<file path="config.mk">
export PLATFORM = sky130hd
export DESIGN_NAME = issp_top
export DESIGN_NICKNAME = d
export VERILOG_FILES = /design/src/logic/issp_pkg.sv /design/src/logic/issp_filter.sv /design/src/logic/issp_top.sv
export SDC_FILE = /design/constraint.sdc
export NUM_CORES = 1
export LEC_CHECK = 0
export BUFFER_PORTS_ARGS = -buffer_cell sky130_fd_sc_hd__buf_2
export CORE_ASPECT_RATIO = 0.8
export CORE_UTILIZATION = 25
export CTS_BUF_LIST = sky130_fd_sc_hd__clkbuf_8
export CTS_CLUSTER_SIZE = 12
export DETAILED_ROUTE_END_ITERATION = 6
export GPL_ROUTABILITY_DRIVEN = 0
export PLACE_DENSITY_LB_ADDON = 0.12
export SYNTH_ARGS = -nofsm -noshare
export SYNTH_HDL_FRONTEND = slang
export SYNTH_SLANG_ARGS = --single-unit
export TNS_END_PERCENT = 5
</file>
<file path="constraint.sdc">
create_clock -name core_clk_in -period 6.14 [get_ports core_clk_in]
set_input_delay 0.614 -clock core_clk_in [delete_from_list [all_inputs] [get_ports core_clk_in]]
set_output_delay 0.614 -clock core_clk_in [all_outputs]
set_load 0.01 [all_outputs]
</file>
<file path="src/logic/issp_pkg.sv">
// Package with shared constants and carrier types for the input state serializer
package issp_pkg;

  // Channel count and frame lengths
  localparam int ISSP_CHANNELS = 8;
  localparam int ISSP_FRAME_LONG = 16;
  localparam int ISSP_FRAME_SHORT = 8;
  localparam logic [4:0] ISSP_LEN_LONG = 5'h10;
  localparam logic [4:0] ISSP_LEN_SHORT = 5'h08;

  // Filter divider ratios
  localparam int ISSP_DIV_LOW = 8;
  localparam int ISSP_DIV_HIGH = 64;
  localparam logic [6:0] ISSP_DIV_LOW_LAST = 7'h07;
  localparam logic [6:0] ISSP_DIV_HIGH_LAST = 7'h3f;

  // Oscillator tick prescale from core clock (cycles per oscillator period)
  localparam int ISSP_OSC_PRESCALE = 50;

  // Stop bits of the long frame
  localparam logic ISSP_STOP_LOW = 1'b0;
  localparam logic ISSP_STOP_HIGH = 1'b1;

  // Reset value of the filtered input states
  localparam logic [7:0] ISSP_STATE_RESET = 8'h00;

  // Synchronised serial pins
  typedef struct packed {
    logic cs_n;
    logic sclk;
    logic mosi;
  } issp_spi_t;

  // Serial output pin pair with enables
  typedef struct packed {
    logic data;
    logic data_inv;
    logic oe;
  } issp_out_t;

endpackage

</file>
<file path="src/logic/issp_filter.sv">
// Two-stage sampling filter for all input channels with its tick divider
`timescale 1ns/100ps
module issp_filter
  import issp_pkg::*;
#(
  parameter int CHANNELS = ISSP_CHANNELS,
  parameter int OSC_PRESCALE = ISSP_OSC_PRESCALE
) (
  // Clock and reset
  input wire logic core_clk_in,
  input wire logic srst_in,
  // Configuration
  input wire logic filter_divider_select_in,
  // Raw comparator states, already synchronised
  input wire logic [CHANNELS-1:0] raw_in,
  // Filtered states
  output logic [CHANNELS-1:0] state_out
);

  logic [15:0] osc_cnt;
  logic [15:0] next_osc_cnt;
  logic [6:0] div_cnt;
  logic [6:0] next_div_cnt;
  logic filter_sample_clock;
  logic [6:0] div_last;
  logic [CHANNELS-1:0] stage1;
  logic [CHANNELS-1:0] stage2;
  logic [CHANNELS-1:0] next_stage1;
  logic [CHANNELS-1:0] next_stage2;
  logic [CHANNELS-1:0] held;
  logic [CHANNELS-1:0] next_held;

  // Oscillator tick and divider produce one-cycle sample enables
  always_comb begin
    div_last = filter_divider_select_in ? ISSP_DIV_HIGH_LAST : ISSP_DIV_LOW_LAST; // RULE11
    next_osc_cnt = osc_cnt + 16'h0001;
    next_div_cnt = div_cnt;
    filter_sample_clock = 1'b0;
    if (osc_cnt == 16'(OSC_PRESCALE - 1)) begin
      next_osc_cnt = 16'h0000;
      if (div_cnt >= div_last) begin
        next_div_cnt = 7'h00;
        filter_sample_clock = 1'b1;
      end else begin
        next_div_cnt = div_cnt + 7'h01;
      end
    end
  end

  always_ff @(posedge core_clk_in) begin
    if (srst_in) begin
      osc_cnt <= 16'h0000;
      div_cnt <= 7'h00;
    end else begin
      osc_cnt <= next_osc_cnt;
      div_cnt <= next_div_cnt;
    end
  end

  // Two sampling steps per channel; the held state follows only when both
  // steps agree, so a change needs two to three ticks and a blip shorter
  // than one tick never reaches the output
  genvar g;
  generate
    for (g = 0; g < CHANNELS; g++) begin : g_chan
      always_comb begin
        next_stage1[g] = stage1[g];
        next_stage2[g] = stage2[g];
        next_held[g] = held[g];
        if (filter_sample_clock) begin
          next_stage1[g] = raw_in[g]; // RULE9
          next_stage2[g] = stage1[g]; // RULE9
          if (stage1[g] == stage2[g]) begin
            next_held[g] = stage2[g]; // RULE10
          end
        end
      end
    end
  endgenerate

  always_ff @(posedge core_clk_in) begin
    if (srst_in) begin
      stage1 <= ISSP_STATE_RESET;
      stage2 <= ISSP_STATE_RESET;
      held <= ISSP_STATE_RESET;
    end else begin
      stage1 <= next_stage1;
      stage2 <= next_stage2;
      held <= next_held;
    end
  end

  assign state_out = held;

endmodule

</file>
<file path="src/logic/issp_top.sv">
// Input state serializer: filtered inputs shifted out over a mode 0 SPI target
`timescale 1ns/100ps
// What this block does
// [RULE1] Master frames with chip select, mode 0
// [RULE2] Load states on select fall, end on rise
// [RULE3] First bit driven as select falls
// [RULE4] Sample serial input on rising clock
// [RULE5] Shift on falling clock, MSB first
// [RULE6] Serial input enters MSB first
// [RULE7] Static input picks 8 or 16 bits
// [RULE8] Low picks 16, high picks 8
// [RULE9] Two-stage filter per input channel
// [RULE10] Filter delay two to three ticks
// [RULE11] Tick is oscillator times 8 or 64
// [RULE12] Long frame: inputs, control, stop bit
// [RULE13] Fixed bit map of the long frame
// [RULE14] Master receiver holds sixteen bits
// [RULE15] Supply alarm low while supply low
// [RULE16] Heat alarm low while too hot
// [RULE17] Four XNOR parity bits at 5..2
// [RULE18] Parity groups fixed and documented
// [RULE19] Supply loss holds output low
// [RULE20] Master checks last stop bit
// [RULE21] Power-loss reset from either supply
// [RULE22] Outputs released while select high
// [RULE23] Inverted output complements data output
// [RULE24] Short frame carries inputs only
module issp_top
  import issp_pkg::*;
#(
  parameter int OSC_PRESCALE = ISSP_OSC_PRESCALE
) (
  // Clock and reset
  input wire logic core_clk_in,
  input wire logic srst_in,
  // Serial pins from the master
  input wire logic spi_cs_n_in,
  input wire logic spi_sclk_in,
  input wire logic spi_mosi_in,
  // Serial output pins with enables
  output logic spi_miso_out,
  output logic spi_miso_n_out,
  output logic spi_miso_oe_out,
  // Static straps
  input wire logic frame_length_select_in,
  input wire logic filter_divider_select_in,
  // Raw channel comparators
  input wire logic [ISSP_CHANNELS-1:0] channel_in,
  // Monitors
  input wire logic supply_low_monitor_in,
  input wire logic overheat_monitor_in,
  input wire logic field_supply_fail_in,
  input wire logic logic_supply_fail_in,
  // Received word from the master
  output logic [ISSP_FRAME_LONG-1:0] rx_word_out,
  output logic rx_valid_out
);

  // ----------------------------------------
  // Pin synchronisers
  // ----------------------------------------
  logic [2:0] pin_meta;
  issp_spi_t pin_sync;
  logic [ISSP_CHANNELS-1:0] chan_meta;
  logic [ISSP_CHANNELS-1:0] chan_sync;
  logic [5:0] mon_meta;
  logic [5:0] mon_sync;

  // Two flip-flops on every asynchronous input. Every pin edge is seen three
  // cycles late, so the master keeps the serial clock high and low for at
  // least four cycles; select, clock and data share the same delay, which
  // keeps their relative timing intact.
  always_ff @(posedge core_clk_in) begin
    if (srst_in) begin
      pin_meta <= 3'h4; // Idle levels, so no false clock edge follows reset
      pin_sync <= '{cs_n: 1'b1, sclk: 1'b0, mosi: 1'b0};
      chan_meta <= ISSP_STATE_RESET;
      chan_sync <= ISSP_STATE_RESET;
      mon_meta <= 6'h00;
      mon_sync <= 6'h00;
    end else begin
      pin_meta <= {spi_cs_n_in, spi_sclk_in, spi_mosi_in};
      pin_sync <= pin_meta;
      chan_meta <= channel_in;
      chan_sync <= chan_meta;
      mon_meta <= {frame_length_select_in, filter_divider_select_in,
                   supply_low_monitor_in, overheat_monitor_in,
                   field_supply_fail_in, logic_supply_fail_in};
      mon_sync <= mon_meta;
    end
  end

  logic short_mode;
  logic div_high;
  logic supply_low;
  logic overheat;
  logic power_loss_n;

  // Power-loss reset is active low when either supply has dropped.
  // The frame still runs under loss, so the master sees a low stop bit.
  always_comb begin
    short_mode = mon_sync[5]; // RULE8
    div_high = mon_sync[4];
    supply_low = mon_sync[3];
    overheat = mon_sync[2];
    power_loss_n = ~(mon_sync[1] | mon_sync[0]); // RULE21
  end

  // ----------------------------------------
  // Input filter
  // ----------------------------------------
  logic [ISSP_CHANNELS-1:0] filt_state;

  // Filter runs from the core clock through one-cycle tick enables
  issp_filter #(
    .CHANNELS(ISSP_CHANNELS),
    .OSC_PRESCALE(OSC_PRESCALE)
  ) u_filter (
    .core_clk_in(core_clk_in),
    .srst_in(srst_in),
    .filter_divider_select_in(div_high),
    .raw_in(chan_sync),
    .state_out(filt_state)
  );

  // ----------------------------------------
  // Frame assembly
  // ----------------------------------------
  logic supply_low_alarm_n;
  logic overheat_alarm_n;
  logic parity_check_bit_1;
  logic parity_check_bit_2;
  logic parity_check_bit_3;
  logic parity_check_bit_4;
  logic [ISSP_FRAME_LONG-1:0] frame_word;

  // Alarms and XNOR parity groups over data and alarm bits.
  // Groups the master checks against (inN is filtered input N):
  //   parity_check_bit_1 = XNOR of in8, in7 and supply_low_alarm_n
  //   parity_check_bit_2 = XNOR of in6, in5 and overheat_alarm_n
  //   parity_check_bit_3 = XNOR of in4, in3 and supply_low_alarm_n
  //   parity_check_bit_4 = XNOR of in2, in1 and overheat_alarm_n
  // Each alarm sits in two groups, so a flipped alarm bit shows twice.
  always_comb begin
    supply_low_alarm_n = ~supply_low; // RULE15
    overheat_alarm_n = ~overheat; // RULE16
    parity_check_bit_1 = ~(^{filt_state[7:6], supply_low_alarm_n}); // RULE17 RULE18
    parity_check_bit_2 = ~(^{filt_state[5:4], overheat_alarm_n}); // RULE18
    parity_check_bit_3 = ~(^{filt_state[3:2], supply_low_alarm_n}); // RULE18
    parity_check_bit_4 = ~(^{filt_state[1:0], overheat_alarm_n}); // RULE18
    frame_word = {filt_state, supply_low_alarm_n, overheat_alarm_n,
                  parity_check_bit_1, parity_check_bit_2,
                  parity_check_bit_3, parity_check_bit_4,
                  ISSP_STOP_LOW, ISSP_STOP_HIGH}; // RULE12 RULE13
  end

  // ----------------------------------------
  // Serial engine
  // ----------------------------------------
  typedef enum logic [0:0] {
    ISSP_IDLE = 1'b0,
    ISSP_XFER = 1'b1
  } issp_state_t;

  issp_state_t state;
  issp_state_t next_state;
  logic [ISSP_FRAME_LONG-1:0] shift;
  logic [ISSP_FRAME_LONG-1:0] next_shift;
  logic [ISSP_FRAME_LONG-1:0] rx_shift;
  logic [ISSP_FRAME_LONG-1:0] next_rx_shift;
  logic sampled;
  logic next_sampled;
  logic [4:0] bit_cnt;
  logic [4:0] next_bit_cnt;
  logic [4:0] frame_len;
  logic [ISSP_FRAME_LONG-1:0] next_rx_word;
  logic next_rx_valid;
  logic sclk_prev;
  logic cs_prev;
  logic sclk_rise;
  logic sclk_fall;
  logic cs_fall;
  logic cs_rise;

  // Edge detection on the synchronised pins; the previous-value flops
  // reset to the idle levels of their pins
  always_comb begin
    sclk_rise = pin_sync.sclk & ~sclk_prev;
    sclk_fall = ~pin_sync.sclk & sclk_prev;
    cs_fall = ~pin_sync.cs_n & cs_prev;
    cs_rise = pin_sync.cs_n & ~cs_prev;
    frame_len = short_mode ? ISSP_LEN_SHORT : ISSP_LEN_LONG; // RULE7
  end

  // Load on select fall, sample on rising clock, shift on falling clock.
  // The received bit waits in sampled until the following fall, so the
  // receive word moves in step with the transmit word. Falls beyond the
  // frame length are ignored and the output then shows zeros.
  always_comb begin
    next_state = state;
    next_shift = shift;
    next_rx_shift = rx_shift;
    next_sampled = sampled;
    next_bit_cnt = bit_cnt;
    next_rx_word = rx_word_out;
    next_rx_valid = 1'b0;
    case (state)
      ISSP_IDLE: begin
        if (cs_fall) begin
          next_state = ISSP_XFER;
          next_bit_cnt = 5'h00;
          next_rx_shift = '0;
          if (short_mode) begin
            next_shift = {filt_state, 8'h00}; // RULE24
          end else begin
            next_shift = frame_word; // RULE2
          end
        end
      end
      ISSP_XFER: begin
        if (cs_rise) begin
          next_state = ISSP_IDLE; // RULE2
          next_rx_word = rx_shift;
          next_rx_valid = 1'b1;
        end else begin
          if (sclk_rise) begin
            next_sampled = pin_sync.mosi; // RULE4
          end
          if (sclk_fall && bit_cnt < frame_len) begin
            next_shift = {shift[ISSP_FRAME_LONG-2:0], 1'b0}; // RULE5
            next_rx_shift = {rx_shift[ISSP_FRAME_LONG-2:0], sampled}; // RULE6
            next_bit_cnt = bit_cnt + 5'h01;
          end
        end
      end
      default: begin
        next_state = ISSP_IDLE;
      end
    endcase
  end

  always_ff @(posedge core_clk_in) begin
    if (srst_in) begin
      state <= ISSP_IDLE;
      shift <= '0;
      rx_shift <= '0;
      sampled <= 1'b0;
      bit_cnt <= 5'h00;
      rx_word_out <= '0;
      rx_valid_out <= 1'b0;
      sclk_prev <= 1'b0;
      cs_prev <= 1'b1;
    end else begin
      state <= next_state;
      shift <= next_shift;
      rx_shift <= next_rx_shift;
      sampled <= next_sampled;
      bit_cnt <= next_bit_cnt;
      rx_word_out <= next_rx_word;
      rx_valid_out <= next_rx_valid;
      sclk_prev <= pin_sync.sclk;
      cs_prev <= pin_sync.cs_n;
    end
  end

  // ----------------------------------------
  // Output pins
  // ----------------------------------------
  issp_out_t pin_out;
  issp_out_t next_pin_out;
  logic data_bit;

  // First bit is ready before select is seen low; loss forces low.
  // The pin pair and its enable change together on one edge, so the
  // data never shows a half-updated value while the enable is high.
  always_comb begin
    if (state == ISSP_XFER) begin
      data_bit = shift[ISSP_FRAME_LONG-1];
    end else begin
      data_bit = short_mode ? filt_state[7] : frame_word[ISSP_FRAME_LONG-1]; // RULE3
    end
    next_pin_out.data = data_bit & power_loss_n; // RULE19
    next_pin_out.data_inv = ~next_pin_out.data; // RULE23
    next_pin_out.oe = ~pin_sync.cs_n; // RULE22
  end

  // Output register; in reset the data is low and its complement high
  always_ff @(posedge core_clk_in) begin
    if (srst_in) begin
      pin_out <= '{data: 1'b0, data_inv: 1'b1, oe: 1'b0};
    end else begin
      pin_out <= next_pin_out;
    end
  end

  assign spi_miso_out = pin_out.data;
  assign spi_miso_n_out = pin_out.data_inv;
  assign spi_miso_oe_out = pin_out.oe;

endmodule

</file>
==> results by group <==
CTS
  – H-tree levels: 4
  – TritonCTS Sinks: 142
  – Post_cts resized: 0
  – Clk Latency, worst-skew pair: 0.44 ns
  – Clk pin slew, worst setup/hold paths: 0.08 ns
  – Clock Tree Buf Depth: 2
  – Postcts setup bufs: 0
  – Root buffer cell: clkbuf_8
  – CTS Buf Count: 17
  – CTS tree: built
  – Post-cts hold buffer count: 0

Logic synthesis
  – Mapped Area: 5592 µm²
  – Synth top area cells: dfxtp_1 (51%), nand2_1 (6.2%), mux2i_1 (5.0%)
  – #FFs+latches synth: 142
  – Cells after Synth: 606
  – Syn nets: 633
  – Netlist cell types: 52
  – Async SR Flop Fraction: 0
  – Post-synth top flop: dfxtp_1
  – Biggest area consumer among synthesized cells: dfxtp_1
  – EDFF count, synth: 0
  – Area share of the largest cell type after synthesis: 0.5084
  – Average cell area after synthesis: 9.227 µm²
  – Seq/Total Area, Yosys: 0.5084
  – Syn. warnings: 0

Power and ir drop
  – Flop pwr share: 0.525
  – Sw Share: 0.2455
  – Power per cell area: 282.4 nW/µm²
  – Max VDD drop: 0.0001226 V
  – Combinational Power Share: 0.049
  – P_int: 1.369 mW
  – Leak: 2.196 nW
  – Sw power: 0.4457 mW
  – Clock network fraction of total power: 0.425

Finish
  – Filler Cell Count: 2355
  – Cell area after layout: 6429 µm²
  – Layout cells sized above 1: 0.1357
  – Register area: 2843 µm²
  – Area of the multi-input gates: 2529 µm²
  – Fin nets: 655
  – Area grow syn2layout: 14.97%
  – Final Util: 0.2957
  – Ant diodes: 0

Die
  – CORE AREA: 21740 µm²
  – Die area: 22970 µm²
  – Die height: 135.8 µm
  – Die width: 169.2 µm
  – Starting density of the core: 0.2572
  – Cell Rows: 48
  – IO Pins: 39

Setup path
  – Crit. End Element: flip-flop
  – Worst r2r path cells: 5
  – Type of origin of the critical path: flip-flop
  – CP max FO: 25
  – Arr. time, crit path: 3.16 ns
  – CP Class: reg2reg
  – Worst Path Required: 6.51 ns
  – Crit Reg-Reg Endpoint: u_filter.stage2[3]$_SDFFE_PP0P_
  – Reg-to-Reg Start: u_filter.osc_cnt[0]$_SDFF_PP0_
  – Crit path launch: u_filter.osc_cnt[0]$_SDFF_PP0_
  – R2R setup slack: 3.34 ns

Timing
  – PnR worst setup slack: 3.344 ns
  – Tmin final: 2.796 ns
  – Setup violators final: 0
  – Slew Limit Fails: 0
  – RSZ-0062 raised after global routing: false
  – WHS: 0.3610 ns
  – Final Hold Violating Endpoints: 0
  – Final period util: 0.4554
  – Worst slew pin tran: 1.072 ns
  – Relative slew slack: 0.2823
  – Setup TNS: 0 ns
  – Worst Skew: 0.01166 ns
  – Fmax: 0.3576 GHz

Place
  – Pre-CTS setup slack: 3.331 ns
  – IO Port Bufs: 38
  – Post-DP Area: 6018 µm²
  – Hpwl dp: 7473 µm

Routing
  – DRT iter0 DRCs: 336
  – Antenna Nets Post-Route: 0
  – Average routed wire per standard cell: 12.73 µm
  – Final wirelength: 11980 µm
  – DR DRC count: 9
  – Via Count: 4188
  – DR pass1 iterations: 7
  – Detailed-route vias per instance: 4.451

GRT
  – First-pass GRT wire length: 20100 µm
  – Vias in the first global route: 3926
  – Total GRT Usage: 0.1110
  – Initial antenna violation count: 0
  – Global route overflow: 0
  – Largest net degree at the start of global routing: 74

Min path
  – Hold Path Depth: 2
  – Hold Path Class: in2reg
  – HP Start: spi_cs_n_in
  – Hold Crit Endpoint: pin_meta[2]$_SDFF_PP1_

Outcome
  – Status: finished, violations left
  – Failing checks: DRC

Run
  – Max-cap violations: 0
==> per-layer routing <==
layer | global-route usage | share of wire | up-vias | wire length [µm]
met3 | 0.03418 | 0.041 | 6 | 496
met4 | 0.04204 | 0.0095 | 0 | 114
li1 | - | - | 2170 | -
met2 | 0.1603 | 0.42 | 68 | 5079
met1 | 0.1537 | 0.53 | 1944 | 6291
met5 | 0 | 0 | - | 0
==> cell type report <==
type	count	share of cell area
clock inverter	12	0.02102
tap	300	0.05839
clock buffer	20	0.04282
sequential	142	0.4422
multi-input combinational	413	0.3933
inverter	11	0.006423
timing repair buffer	43	0.03581
==> critical path, stage by stage (launching register included) <==
cell and delay (ns):
dfxtp_1 0.41, ha_1 0.18, nor4b_1 0.41, nand4_2 0.63, a21oi_4 0.83, mux2i_1 0.27
==> per-stage QoR <==
stage / instances / power [mW]
after floorplan: 606 / 1.040
after global placement: 909 / 1.065
after detailed placement: 909 / 1.066
after CTS: 941 / 1.848
after global routing: 941 / 1.904
final: 941 / 1.815
==> cell usage after synthesis (2+ instances only) <==
| cell type | instances |
|---|---|
| a211oi_1 | 8 |
| a21oi_1 | 50 |
| a22oi_1 | 2 |
| a31o_2 | 2 |
| a31oi_1 | 3 |
| a32oi_1 | 3 |
| and3_1 | 2 |
| and4_1 | 2 |
| buf_1 | 2 |
| buf_2 | 4 |
| clkbuf_1 | 32 |
| dfxtp_1 | 142 |
| ha_1 | 8 |
| inv_1 | 10 |
| mux2i_1 | 28 |
| nand2_1 | 93 |
| nand2b_1 | 2 |
| nand3_1 | 37 |
| nand4_1 | 16 |
| nand4b_1 | 3 |
| nor2_1 | 30 |
| nor2b_1 | 37 |
| nor3_1 | 17 |
| nor4_1 | 5 |
| nor4b_1 | 2 |
| o2111ai_1 | 3 |
| o311ai_0 | 8 |
| o311ai_1 | 8 |
| o31ai_1 | 2 |
| or2_2 | 3 |
| or3_1 | 4 |
| or4_1 | 2 |
| xnor2_1 | 16 |
| xnor3_1 | 2 |
==> registers in the layout, indices dropped and copies added, names as in the netlist, 3 cells and up <==
signal	count
chan_sync	8
rx_shift	16
u_filter.osc_cnt	16
pin_sync	3
u_filter.div_cnt	7
u_filter.stage1	8
shift	16
chan_meta	8
mon_meta	6
rx_word_out	16
mon_sync	6
pin_meta	3
u_filter.state_out	8
u_filter.stage2	8
bit_cnt	5
==> how the worst max path moves through the flow <==
stage	to	slack (ns)	depth (start not counted)
2_1_floorplan	u_filter.stage2[5]$_SDFFE_PP0P_	4.10	8
3_3_place_gp	u_filter.stage1[7]$_SDFFE_PP0P_	3.44	5
3_5_place_dp	u_filter.stage2[3]$_SDFFE_PP0P_	3.33	5
4_1_cts	u_filter.stage2[3]$_SDFFE_PP0P_	3.31	5
5_1_grt	u_filter.stage2[7]$_SDFFE_PP0P_	3.02	5
6_report	u_filter.stage2[3]$_SDFFE_PP0P_	3.34	5
==> cell families after synthesis <==
| group | Yosys count | synth area share |
|---|---|---|
| DFF | 142 | 0.5084 |
| muxes | 28 | 0.05012 |
| buffers and inverters | 51 | 0.03938 |
| AOI/OAI and AO/OA | 95 | 0.1139 |
| adders and majority gates | 8 | 0.01790 |
| xor gates and xnor gates | 19 | 0.03468 |
| and+or+nand+nor | 263 | 0.2356 |
==> cell usage in the layout, fill, tap and decap left out, types with 4 or more instances in the layout <==
cell and count:
nor3_1 17, inv_1 11, nand3_1 37, a211oi_1 8, xnor2_1 16, ha_1 8, a21oi_1 50, or3_1 4
nor2_1 30, buf_4 6, clkbuf_8 20, buf_2 37, mux2i_1 28, nand4_1 16, o311ai_0 8, nor2b_1 37
o311ai_1 8, nand2_1 93, nor4_1 5, dfxtp_1 142
==> power groups by stage <==
stage | logic, mW | clock network [mW] | registers [mW]
2_1_floorplan | 0.0697 | 0 | 0.971
3_3_place_gp | 0.0897 | 0 | 0.975
3_5_place_dp | 0.0907 | 0 | 0.975
4_1_cts | 0.0909 | 0.804 | 0.953
5_1_grt | 0.102 | 0.846 | 0.956
6_report | 0.0898 | 0.772 | 0.953
(Power assumes the default switching activity.)
